<file path="config.mk">
export PLATFORM = sky130hd
export DESIGN_NAME = cimpd_top
export DESIGN_NICKNAME = d
export VERILOG_FILES = /design/src/logic/cimpd_pkg.sv /design/src/logic/cimpd_debounce.sv /design/src/logic/cimpd_top.sv
export VERILOG_INCLUDE_DIRS = /design/src /design/src/logic
export SDC_FILE = /design/constraint.sdc
export NUM_CORES = 1
export LEC_CHECK = 0
export ABC_AREA = 1
export BUFFER_PORTS_ARGS = -buffer_cell sky130_fd_sc_hd__buf_2
export CELL_PAD_IN_SITES_DETAIL_PLACEMENT = 0
export CELL_PAD_IN_SITES_GLOBAL_PLACEMENT = 1
export CORE_ASPECT_RATIO = 0.8
export CORE_MARGIN = 3
export CORE_UTILIZATION = 40
export CTS_CLUSTER_SIZE = 8
export DETAILED_ROUTE_END_ITERATION = 10
export PLACE_DENSITY_LB_ADDON = 0.1
export SLEW_MARGIN = 20
export SYNTH_ARGS = -nofsm -noshare
export SYNTH_HDL_FRONTEND = slang
export SYNTH_SLANG_ARGS = --single-unit
export TNS_END_PERCENT = 5
</file>
<file path="constraint.sdc">
create_clock -name pclk -period 1.97 [get_ports pclk]
set_input_delay 0.2955 -clock pclk [delete_from_list [all_inputs] [get_ports pclk]]
set_output_delay 0.2955 -clock pclk [all_outputs]
set_load 0.005 [all_outputs]
</file>
<file path="src/logic/cimpd_defs.svh">
// Register indices, field positions, reset values and counts of the interrupt conditioner
`ifndef CIMPD_DEFS_SVH
`define CIMPD_DEFS_SVH

// Number of interrupt sources
`define CIMPD_NSRC 10

// Register indices; the byte address is four times the index
`define CIMPD_IDX_STATUS 10'h07F
`define CIMPD_IDX_MASK 10'h080
`define CIMPD_IDX_POL 10'h081
`define CIMPD_IDX_DB 10'h082

// Reset values of the per-source fields
`define CIMPD_MASK_RST 10'h3FF
`define CIMPD_POL_RST 10'h000
`define CIMPD_DB_RST 10'h000
`define CIMPD_FLAG_RST 10'h000

// Bit positions within the status, mask, polarity and debounce words
`define CIMPD_BIT_SUMMARY 10
`define CIMPD_BIT_PIN4 9
`define CIMPD_BIT_SEQ 8
`define CIMPD_BIT_LOCK 2
`define CIMPD_BIT_SHORT 1
`define CIMPD_BIT_DETECT 0

// Cycles a changed condition must hold before the filter passes it
`define CIMPD_DB_CYCLES 16

`endif

</file>
<file path="src/logic/cimpd_pkg.sv">
// Types shared by the interrupt conditioner modules
package cimpd_pkg;

  // Raw source conditions, bit 9 down to bit 0
  typedef struct packed {
    logic pin4;
    logic sequencer_busy;
    logic pin3;
    logic pin2;
    logic pin1;
    logic input8;
    logic input7;
    logic loop_locked;
    logic bias_short;
    logic bias_detect;
  } cimpd_src_t;

  // Register bus slave states, one-hot
  typedef enum logic [1:0] {
    CIMPD_ST_IDLE = 2'h1,
    CIMPD_ST_ACK = 2'h2
  } cimpd_bus_st_t;

endpackage

</file>
<file path="src/logic/cimpd_debounce.sv">
// Per-source debounce filter with bypass
`timescale 1ns/1ps
`include "cimpd_defs.svh"

module cimpd_debounce #(
  parameter int CYCLES = `CIMPD_DB_CYCLES,
  parameter int CNT_W = $clog2(CYCLES + 1)
) (
  input wire logic pclk,
  input wire logic presetn,
  input wire logic enable,
  input wire logic din,
  output logic dout
);
  import cimpd_pkg::*;

  localparam logic [CNT_W-1:0] LAST = CNT_W'(CYCLES - 1);

  logic [CNT_W-1:0] cnt_r;
  logic [CNT_W-1:0] cnt_nxt;
  logic out_r;
  logic out_nxt;

  // Filter: output moves only after the input has differed for CYCLES cycles
  always_comb begin
    cnt_nxt = '0;
    out_nxt = out_r;
    if (!enable) begin
      out_nxt = din;
    end else if (din != out_r) begin
      if (cnt_r == LAST) begin
        out_nxt = din;
      end else begin
        cnt_nxt = cnt_r + CNT_W'(1);
      end
    end
  end

  // Counter and output registers
  always_ff @(posedge pclk or negedge presetn) begin
    if (!presetn) begin
      cnt_r <= '0;
      out_r <= 1'b0;
    end else begin
      cnt_r <= cnt_nxt;
      out_r <= out_nxt;
    end
  end

  assign dout = out_r;

  // Bypassed filter follows its input one cycle later
  chk_db_bypass_follow: assert property (@(posedge pclk) disable iff (!presetn)
    !enable |=> dout == $past(din))
    else $error("debounce bypass did not follow input");

  // A change held too briefly is not passed
  chk_db_short_blocked: assert property (@(posedge pclk) disable iff (!presetn)
    (enable && din != dout && cnt_r != LAST) |=> $stable(dout))
    else $error("debounce passed a change too early");

  // A change held long enough is passed at the last count
  chk_db_settle_pass: assert property (@(posedge pclk) disable iff (!presetn)
    (enable && din != dout && cnt_r == LAST) |=> dout == $past(din))
    else $error("debounce did not pass a settled change");

endmodule

</file>
<file path="src/logic/cimpd_top.sv">
// Interrupt mask, polarity and debounce conditioner with APB register slave
// Behaviour
// - Ten mask bits 9..0 block their source when 1 and all reset to 1.
// - Bits 9..0 are pin4, sequencer, pin3, pin2, pin1, input8, input7, lock, short, detect.
// - Each source has a polarity bit, reset 0, where 0 flags a high and 1 a low condition.
// - Sequencer polarity 0 flags while busy and 1 flags while idle.
// - Lock polarity 0 flags when lock is reached and 1 flags while not locked.
// - Each source has a debounce enable, reset 0, that filters its condition when 1.
// - The two bias monitor debounce enables act independently of each other and all others.
// - Status bit 10 reads as the OR of all ten source flags.
// - A set flag stays set until software writes 1 to its bit; writing 0 leaves it alone.
`timescale 1ns/1ps
`include "cimpd_defs.svh"

module cimpd_top #(
  parameter int NSRC = `CIMPD_NSRC,
  parameter int DEBOUNCE_CYCLES = `CIMPD_DB_CYCLES
) (
  input wire logic pclk,
  input wire logic presetn,
  input wire logic psel,
  input wire logic penable,
  input wire logic pwrite,
  input wire logic [11:0] paddr,
  input wire logic [31:0] pwdata,
  input wire logic [3:0] pstrb,
  output logic [31:0] prdata,
  output logic pready,
  output logic pslverr,
  input wire cimpd_pkg::cimpd_src_t sources,
  output logic irq
);
  import cimpd_pkg::*;

  // Bus slave state
  cimpd_bus_st_t state_r;
  cimpd_bus_st_t state_nxt;
  logic pready_r;
  logic pready_nxt;
  logic pslverr_r;
  logic pslverr_nxt;
  logic [31:0] prdata_r;
  logic [31:0] prdata_nxt;

  // Decode
  logic [9:0] idx;
  logic hit_status;
  logic hit_mask;
  logic hit_pol;
  logic hit_db;
  logic addr_ok;
  logic accept;
  logic wr_en;
  logic [NSRC-1:0] wmask;
  logic [NSRC-1:0] wbits;

  // Configuration registers
  logic [NSRC-1:0] interrupt_source_mask_r;
  logic [NSRC-1:0] interrupt_source_mask_nxt;
  logic [NSRC-1:0] interrupt_source_polarity_r;
  logic [NSRC-1:0] interrupt_source_polarity_nxt;
  logic [NSRC-1:0] interrupt_source_debounce_r;
  logic [NSRC-1:0] interrupt_source_debounce_nxt;

  // Source path and flags
  logic [NSRC-1:0] raw_vec;
  logic [NSRC-1:0] cond_vec;
  logic [NSRC-1:0] event_vec;
  logic [NSRC-1:0] flags_r;
  logic [NSRC-1:0] flags_nxt;
  logic [NSRC-1:0] clr_vec;
  logic [NSRC-1:0] keep_vec;
  logic any_flag;
  logic irq_r;
  logic irq_nxt;

  // Helper for the mask reset check only
  logic mask_wr_seen_r;

  // Address decode; misaligned or unknown addresses answer with an error
  always_comb begin
    idx = paddr[11:2];
    hit_status = (idx == `CIMPD_IDX_STATUS);
    hit_mask = (idx == `CIMPD_IDX_MASK);
    hit_pol = (idx == `CIMPD_IDX_POL);
    hit_db = (idx == `CIMPD_IDX_DB);
    addr_ok = (paddr[1:0] == 2'h0) && (hit_status || hit_mask || hit_pol || hit_db);
  end

  // Write takes effect only at the edge where the master sees pready
  always_comb begin
    accept = (state_r == CIMPD_ST_ACK) && psel && penable;
    wr_en = accept && pwrite && addr_ok;
    wmask = {{2{pstrb[1]}}, {8{pstrb[0]}}};
    wbits = pwdata[NSRC-1:0] & wmask;
  end

  // Bus state machine; one wait state keeps every bus output registered
  always_comb begin
    state_nxt = state_r;
    pready_nxt = 1'b0;
    pslverr_nxt = 1'b0;
    prdata_nxt = prdata_r;
    case (state_r)
      CIMPD_ST_IDLE: begin
        if (psel && penable) begin
          state_nxt = CIMPD_ST_ACK;
          pready_nxt = 1'b1;
          pslverr_nxt = !addr_ok;
          prdata_nxt = 32'h0000_0000;
          if (!pwrite && addr_ok) begin
            if (hit_status) begin
              prdata_nxt = {21'h00_0000, any_flag, flags_r};
            end else if (hit_mask) begin
              prdata_nxt = {22'h00_0000, interrupt_source_mask_r};
            end else if (hit_pol) begin
              prdata_nxt = {22'h00_0000, interrupt_source_polarity_r};
            end else begin
              prdata_nxt = {22'h00_0000, interrupt_source_debounce_r};
            end
          end
        end
      end
      CIMPD_ST_ACK: begin
        state_nxt = CIMPD_ST_IDLE;
      end
      default: begin
        state_nxt = CIMPD_ST_IDLE;
      end
    endcase
  end

  // Bus registers
  always_ff @(posedge pclk or negedge presetn) begin
    if (!presetn) begin
      state_r <= CIMPD_ST_IDLE;
      pready_r <= 1'b0;
      pslverr_r <= 1'b0;
      prdata_r <= 32'h0000_0000;
    end else begin
      state_r <= state_nxt;
      pready_r <= pready_nxt;
      pslverr_r <= pslverr_nxt;
      prdata_r <= prdata_nxt;
    end
  end

  // Mask, polarity and debounce words, byte lanes honoured
  always_comb begin
    interrupt_source_mask_nxt = interrupt_source_mask_r;
    interrupt_source_polarity_nxt = interrupt_source_polarity_r;
    interrupt_source_debounce_nxt = interrupt_source_debounce_r;
    if (wr_en && hit_mask) begin
      interrupt_source_mask_nxt = (interrupt_source_mask_r & ~wmask) | wbits;
    end
    if (wr_en && hit_pol) begin
      interrupt_source_polarity_nxt = (interrupt_source_polarity_r & ~wmask) | wbits;
    end
    if (wr_en && hit_db) begin
      interrupt_source_debounce_nxt = (interrupt_source_debounce_r & ~wmask) | wbits;
    end
  end

  // Configuration registers; sources start blocked, active high, unfiltered
  always_ff @(posedge pclk or negedge presetn) begin
    if (!presetn) begin
      interrupt_source_mask_r <= `CIMPD_MASK_RST;
      interrupt_source_polarity_r <= `CIMPD_POL_RST;
      interrupt_source_debounce_r <= `CIMPD_DB_RST;
      mask_wr_seen_r <= 1'b0;
    end else begin
      interrupt_source_mask_r <= interrupt_source_mask_nxt;
      interrupt_source_polarity_r <= interrupt_source_polarity_nxt;
      interrupt_source_debounce_r <= interrupt_source_debounce_nxt;
      mask_wr_seen_r <= mask_wr_seen_r | (wr_en && hit_mask);
    end
  end

  // Struct packs pin4 at bit 9 down to bias detect at bit 0
  assign raw_vec = sources;

  // Polarity before the filter, so the filter sees the active condition
  always_comb begin
    cond_vec = raw_vec ^ interrupt_source_polarity_r;
  end

  // One filter per source with its own enable and counter
  generate
    for (genvar i = 0; i < NSRC; i++) begin : g_src
      cimpd_debounce #(
        .CYCLES(DEBOUNCE_CYCLES)
      ) u_db (
        .pclk(pclk),
        .presetn(presetn),
        .enable(interrupt_source_debounce_r[i]),
        .din(cond_vec[i]),
        .dout(event_vec[i])
      );
    end
  endgenerate

  // Sticky flags; a set in the clearing cycle wins over the clear
  always_comb begin
    clr_vec = (wr_en && hit_status) ? wbits : '0;
    keep_vec = flags_r & ~clr_vec;
    flags_nxt = keep_vec | event_vec;
    any_flag = |flags_r;
  end

  // Masked sources are recorded but kept off the line
  always_comb begin
    irq_nxt = |(flags_r & ~interrupt_source_mask_r);
  end

  // Flag and interrupt registers
  always_ff @(posedge pclk or negedge presetn) begin
    if (!presetn) begin
      flags_r <= `CIMPD_FLAG_RST;
      irq_r <= 1'b0;
    end else begin
      flags_r <= flags_nxt;
      irq_r <= irq_nxt;
    end
  end

  assign prdata = prdata_r;
  assign pready = pready_r;
  assign pslverr = pslverr_r;
  assign irq = irq_r;

  // Mask word stays all ones until software writes it
  chk_mask_reset_ones: assert property (@(posedge pclk) disable iff (!presetn)
    !mask_wr_seen_r |-> interrupt_source_mask_r == `CIMPD_MASK_RST)
    else $error("mask word left its reset value without a write");

  // Pin4 condition lands in bit 9 unfiltered
  chk_field_order_pin4: assert property (@(posedge pclk) disable iff (!presetn)
    (!interrupt_source_debounce_r[`CIMPD_BIT_PIN4] && !interrupt_source_polarity_r[`CIMPD_BIT_PIN4]
     && sources.pin4) |=> event_vec[`CIMPD_BIT_PIN4])
    else $error("pin4 condition did not reach bit 9");

  // Active condition sets its flag on the following edge
  chk_event_sets_flag: assert property (@(posedge pclk) disable iff (!presetn)
    1'b1 |=> (flags_r & $past(event_vec)) == $past(event_vec))
    else $error("active condition did not set its flag");

  // Sequencer idle with polarity 1 flags two edges later
  chk_seq_idle_flags: assert property (@(posedge pclk) disable iff (!presetn)
    (interrupt_source_polarity_r[`CIMPD_BIT_SEQ] && !interrupt_source_debounce_r[`CIMPD_BIT_SEQ]
     && !sources.sequencer_busy) |-> ##2 flags_r[`CIMPD_BIT_SEQ])
    else $error("idle sequencer with inverted polarity did not flag");

  // Loop lock with polarity 0 flags two edges later
  chk_lock_reached_flags: assert property (@(posedge pclk) disable iff (!presetn)
    (!interrupt_source_polarity_r[`CIMPD_BIT_LOCK] && !interrupt_source_debounce_r[`CIMPD_BIT_LOCK]
     && sources.loop_locked) |-> ##2 flags_r[`CIMPD_BIT_LOCK])
    else $error("reached lock did not flag");

  // Detect path follows one cycle later while only the short path filters
  chk_bias_independent: assert property (@(posedge pclk) disable iff (!presetn)
    (interrupt_source_debounce_r[`CIMPD_BIT_SHORT] && !interrupt_source_debounce_r[`CIMPD_BIT_DETECT])
    |=> event_vec[`CIMPD_BIT_DETECT] == $past(cond_vec[`CIMPD_BIT_DETECT]))
    else $error("detect path was held by the short path filter");

  // Status read returns the summary of all flags in bit 10
  chk_summary_read: assert property (@(posedge pclk) disable iff (!presetn)
    (state_r == CIMPD_ST_IDLE && psel && penable && !pwrite && addr_ok && hit_status)
    |=> prdata_r[`CIMPD_BIT_SUMMARY] == $past(any_flag))
    else $error("summary bit differs from the OR of the flags");

  // Flags not cleared by a one stay set
  chk_flag_sticky: assert property (@(posedge pclk) disable iff (!presetn)
    1'b1 |=> (flags_r & $past(keep_vec)) == $past(keep_vec))
    else $error("flag dropped without a write of one");

  // Nothing unmasked pending keeps the line low
  chk_mask_blocks_irq: assert property (@(posedge pclk) disable iff (!presetn)
    ((flags_r & ~interrupt_source_mask_r) == '0) |=> !irq_r)
    else $error("interrupt raised with only masked flags");

  // An unmasked pending flag raises the line
  chk_unmasked_raises: assert property (@(posedge pclk) disable iff (!presetn)
    ((flags_r & ~interrupt_source_mask_r) != '0) |=> irq_r)
    else $error("unmasked flag did not raise the interrupt");

  // Access phase is answered after exactly one wait state
  chk_bus_one_wait: assert property (@(posedge pclk) disable iff (!presetn)
    (psel && penable && !pready_r) |=> pready_r ##1 !pready_r)
    else $error("access phase not answered after one wait state");

  // A one written while no source is active clears that flag
  chk_flag_w1c_clear: assert property (@(posedge pclk) disable iff (!presetn)
    (wr_en && hit_status && event_vec == '0) |=> (flags_r & $past(clr_vec)) == '0)
    else $error("flag survived a write of one");

  // Unknown or misaligned access is answered with an error
  chk_bad_addr_error: assert property (@(posedge pclk) disable iff (!presetn)
    (state_r == CIMPD_ST_IDLE && psel && penable && !addr_ok) |=> pready_r && pslverr_r)
    else $error("bad address not answered with an error");

endmodule

</file>
==> impl_metrics.py <==
metrics = {
    "global_routing": {
        "antenna_found_initial": 0,
        "grt_max_degree": 48,
        "grt_pass1_wl_mm": 23.63,
        "grt_remaining_overflow": 0,
        "grtUsageTotal": 0.1839,
        "grt_pass1_vias": 4756,
    },
    "cells_and_area": {
        "mostFrequentLayoutCells": "nand2_1 (155), dfrtp_1 (105), inv_1 (104), nor2_1 (81), nand3_1 (70)",
        "layout_commonest_cell": "nand2_1",
        "area_growth_pct": 18.66,
        "n_antenna_cell": 0,
        "multi_input_area_sq_mm": 0.002615,
        "fillers": 1417,
        "regArea_sq_mm": 0.002917,
        "nets": 875,
        "layout-drive-gt1-share": 0.1681,
    },
    "power_and_ir_drop": {
        "ir_worst_vdd_mv": 0.5053,
        "clkPwrFrac": 0.527,
        "powerDensity_mw_per_mm2": 857.6,
        "comb_power_share": 0.065,
        "leakagePower_nw": 3.876,
        "seqPwrFrac": 0.408,
        "p_sw_frac": 0.2216,
        "p_int_mw": 4.818,
        "power.switching_mw": 1.371,
    },
    "detailed_routing": {
        "vias_per_cell": 4.762,
        "dr.pass1.iters": 5,
        "drc_errors": 0,
        "wirelength_mm": 14.30,
        "post_drt_wl_per_cell_um": 14.31,
        "drtIter0Drc": 408,
        "vias": 4757,
        "antenna_left": 0,
    },
    "cts": {
        "post_cts_buffers": 0,
        "clk_path_buf_depth": 2,
        "root_buffer": "clkbuf_16",
        "clock_sinks": 116,
        "tritoncts": "done",
        "cts-buffers-inserted": 17,
        "clk_latency_ns": 0.43,
        "cts_hold_buf": 1,
        "ctsResizeCount": 0,
        "h-tree-depth": 4,
        "clk_pin_slew_ns": 0.05,
    },
    "sta": {
        "worst_pin_slew_ns": 0.8474,
        "finalHoldViolCount": 0,
        "fin_hold_ws_ns": 0.1239,
        "rsz0062_at_grt": "false",
        "fmax_mhz": 617.4,
        "finalSetupTns_ns": 0,
        "slew-limit-headroom": 0.4345,
        "finalClockSkew_ns": 0.02066,
        "timing.final.crit_share": 0.8222,
        "finalSetupViolCount": 0,
        "min_period_ns": 1.620,
        "timing.final.max_slew_violations": 0,
    },
    "die": {
        "coreArea_sq_mm": 0.01459,
        "boundaryPins": 98,
        "fp.dieW_um": 143.9,
        "floorplan.die_area_sq_mm": 0.01673,
        "rows": 39,
        "fp.dieH_um": 116.3,
        "start_util": 0.4169,
    },
    "status": {
        "status": "finished, final reports clean",
    },
    "setup_path": {
        "r2r_slack_ns": 0.35,
        "critPathKind": "register to register",
        "crit_family": "simple AND/OR/NAND/NOR gates",
        "crit_arrival_ns": 1.93,
        "end_kind": "register",
        "cp_slowest_cell": "nand4_2",
        "crit_fanout": 10,
        "cp-start-kind": "register",
        "cp_data_required_time_ns": 2.28,
        "timing.rr.start": "state_r[1]$_DFFE_PN0P_",
        "reg2reg_to": "flags_r[5]$_DFF_PN0_",
        "crit_start": "state_r[1]$_DFFE_PN0P_",
        "ff2ff_path_depth": 5,
        "cpPeakStageDelay_ns": 0.41,
        "critPathBufInv": 0,
        "path_cells": "nand4_1 -> nor2_2 -> nand4_2 -> o21bai_1 -> nand2_1",
    },
    "placed_design": {
        "portBuffers": 52,
        "dp_hpwl_mm": 9.925,
        "gp_congestion": 0.8082,
    },
    "hold_path": {
        "hp-class": "input port to register",
        "hold_depth": 3,
        "hold_start": "pwdata[7]",
    },
    "synth": {
        "synthDistinctLibCells": 35,
        "postSynthCellCount": 731,
        "yosysSeqAreaShare": 0.4795,
        "syn_area_sq_mm": 0.006082,
        "ys.warnings.count": 0,
        "synth_area_per_cell_sq_um": 8.320,
        "ys_ff_latch": 116,
    },
    "job": {
        "maxCapViolations": 0,
    },
}
==> power groups by stage <==
stage | sequential [mW] | combinational [mW] | clock, mW
global route | 2.54 | 0.464 | 3.47
finish | 2.53 | 0.400 | 3.26
CTS | 2.52 | 0.409 | 3.34
floorplan | 2.55 | 0.261 | 0
detailed placement | 2.56 | 0.405 | 0
global placement | 2.56 | 0.392 | 0
==> final cells by class <==
class,count,area share
clock buffer,22,0.06571
clock inverter,10,0.02115
inverter,106,0.05513
multi-input combinational,492,0.3623
sequential,116,0.4041
tap,184,0.03190
timing repair buffer,69,0.05964
==> cell families after synthesis <==
| family | after synthesis | share of synthesized area |
|---|---|---|
| AO/OA/AOI/OAI | 63 | 0.07015 |
| XOR/XNOR | 37 | 0.05328 |
| adder cells (fa/ha/maj) | 10 | 0.02057 |
| buffers and inverters | 143 | 0.1029 |
| flip-flops | 116 | 0.4795 |
| other | 1 | 0.0006166 |
| AND/OR/NAND/NOR | 361 | 0.2730 |
==> stage by stage <==
step | util | cells | area (sq um) | setup WS (ns) | power [mW]
after floorplan | - | 751 | 6157 | 0.5667 | 2.814
after global placement | 0.4510 | 966 | 6580 | 0.2156 | 2.952
after detailed placement | 0.4510 | 966 | 6580 | 0.1611 | 2.969
after CTS | 0.4946 | 999 | 7217 | 0.2934 | 6.275
after global routing | 0.4946 | 999 | 7217 | 0.2202 | 6.468
final | 0.4946 | 999 | 7217 | 0.3503 | 6.189
==> routing by layer <==
layer,wire (um),up-vias,track usage
met3,652,11,0.04994
li1,-,2417,-
met2,6855,89,0.2998
met4,128,0,0.05019
met5,0,-,0
met1,6660,2240,0.2436
==> worst max path at each step <==
stage	to	slack (ns)	cells after the start
final	flags_r[5]$_DFF_PN0_	0.35	5
after global routing	flags_r[7]$_DFF_PN0_	0.22	5
after CTS	flags_r[5]$_DFF_PN0_	0.29	5
after detailed placement	flags_r[5]$_DFF_PN0_	0.16	9
after global placement	prdata[9]$_DFFE_PN0P_	0.22	11
after floorplan	prdata[4]$_DFFE_PN0P_	0.57	9
==> synthesized netlist by cell type <==
cell type	n	area share
a21oi_1	7	0.0058
buf_4	21	0.026
buf_1	1	0.00062
nor4_1	3	0.0031
nand2_4	1	0.0019
a211oi_1	1	0.0012
nor2_2	6	0.0062
o22ai_1	3	0.0031
nand2_1	155	0.096
conb_1	1	0.00062
nor2_1	81	0.050
xnor2_1	9	0.013
nand3_4	1	0.0029
nor2_8	3	0.0099
and3_1	1	0.0010
xor2_1	28	0.040
ha_1	10	0.021
o31ai_1	1	0.0012
inv_2	2	0.0012
nand2_2	1	0.0010
o211ai_1	1	0.0012
clkbuf_1	7	0.0043
clkbuf_2	1	0.00082
nand3_1	70	0.058
nand4_1	14	0.014
or2_2	7	0.0072
nand4_2	4	0.0082
nand3_2	3	0.0049
o21bai_1	40	0.049
nor3_1	11	0.0091
o21ai_0	10	0.0082
dfstp_2	11	0.048
inv_1	104	0.064
buf_2	7	0.0058
dfrtp_1	105	0.43
==> worst min-delay path: cells and delay by family <==
family / cells / cell delay, ns
simple gates: 2 / 0.13
buf+inv: 1 / 0.13
Power figures use the tool's default switching activity.
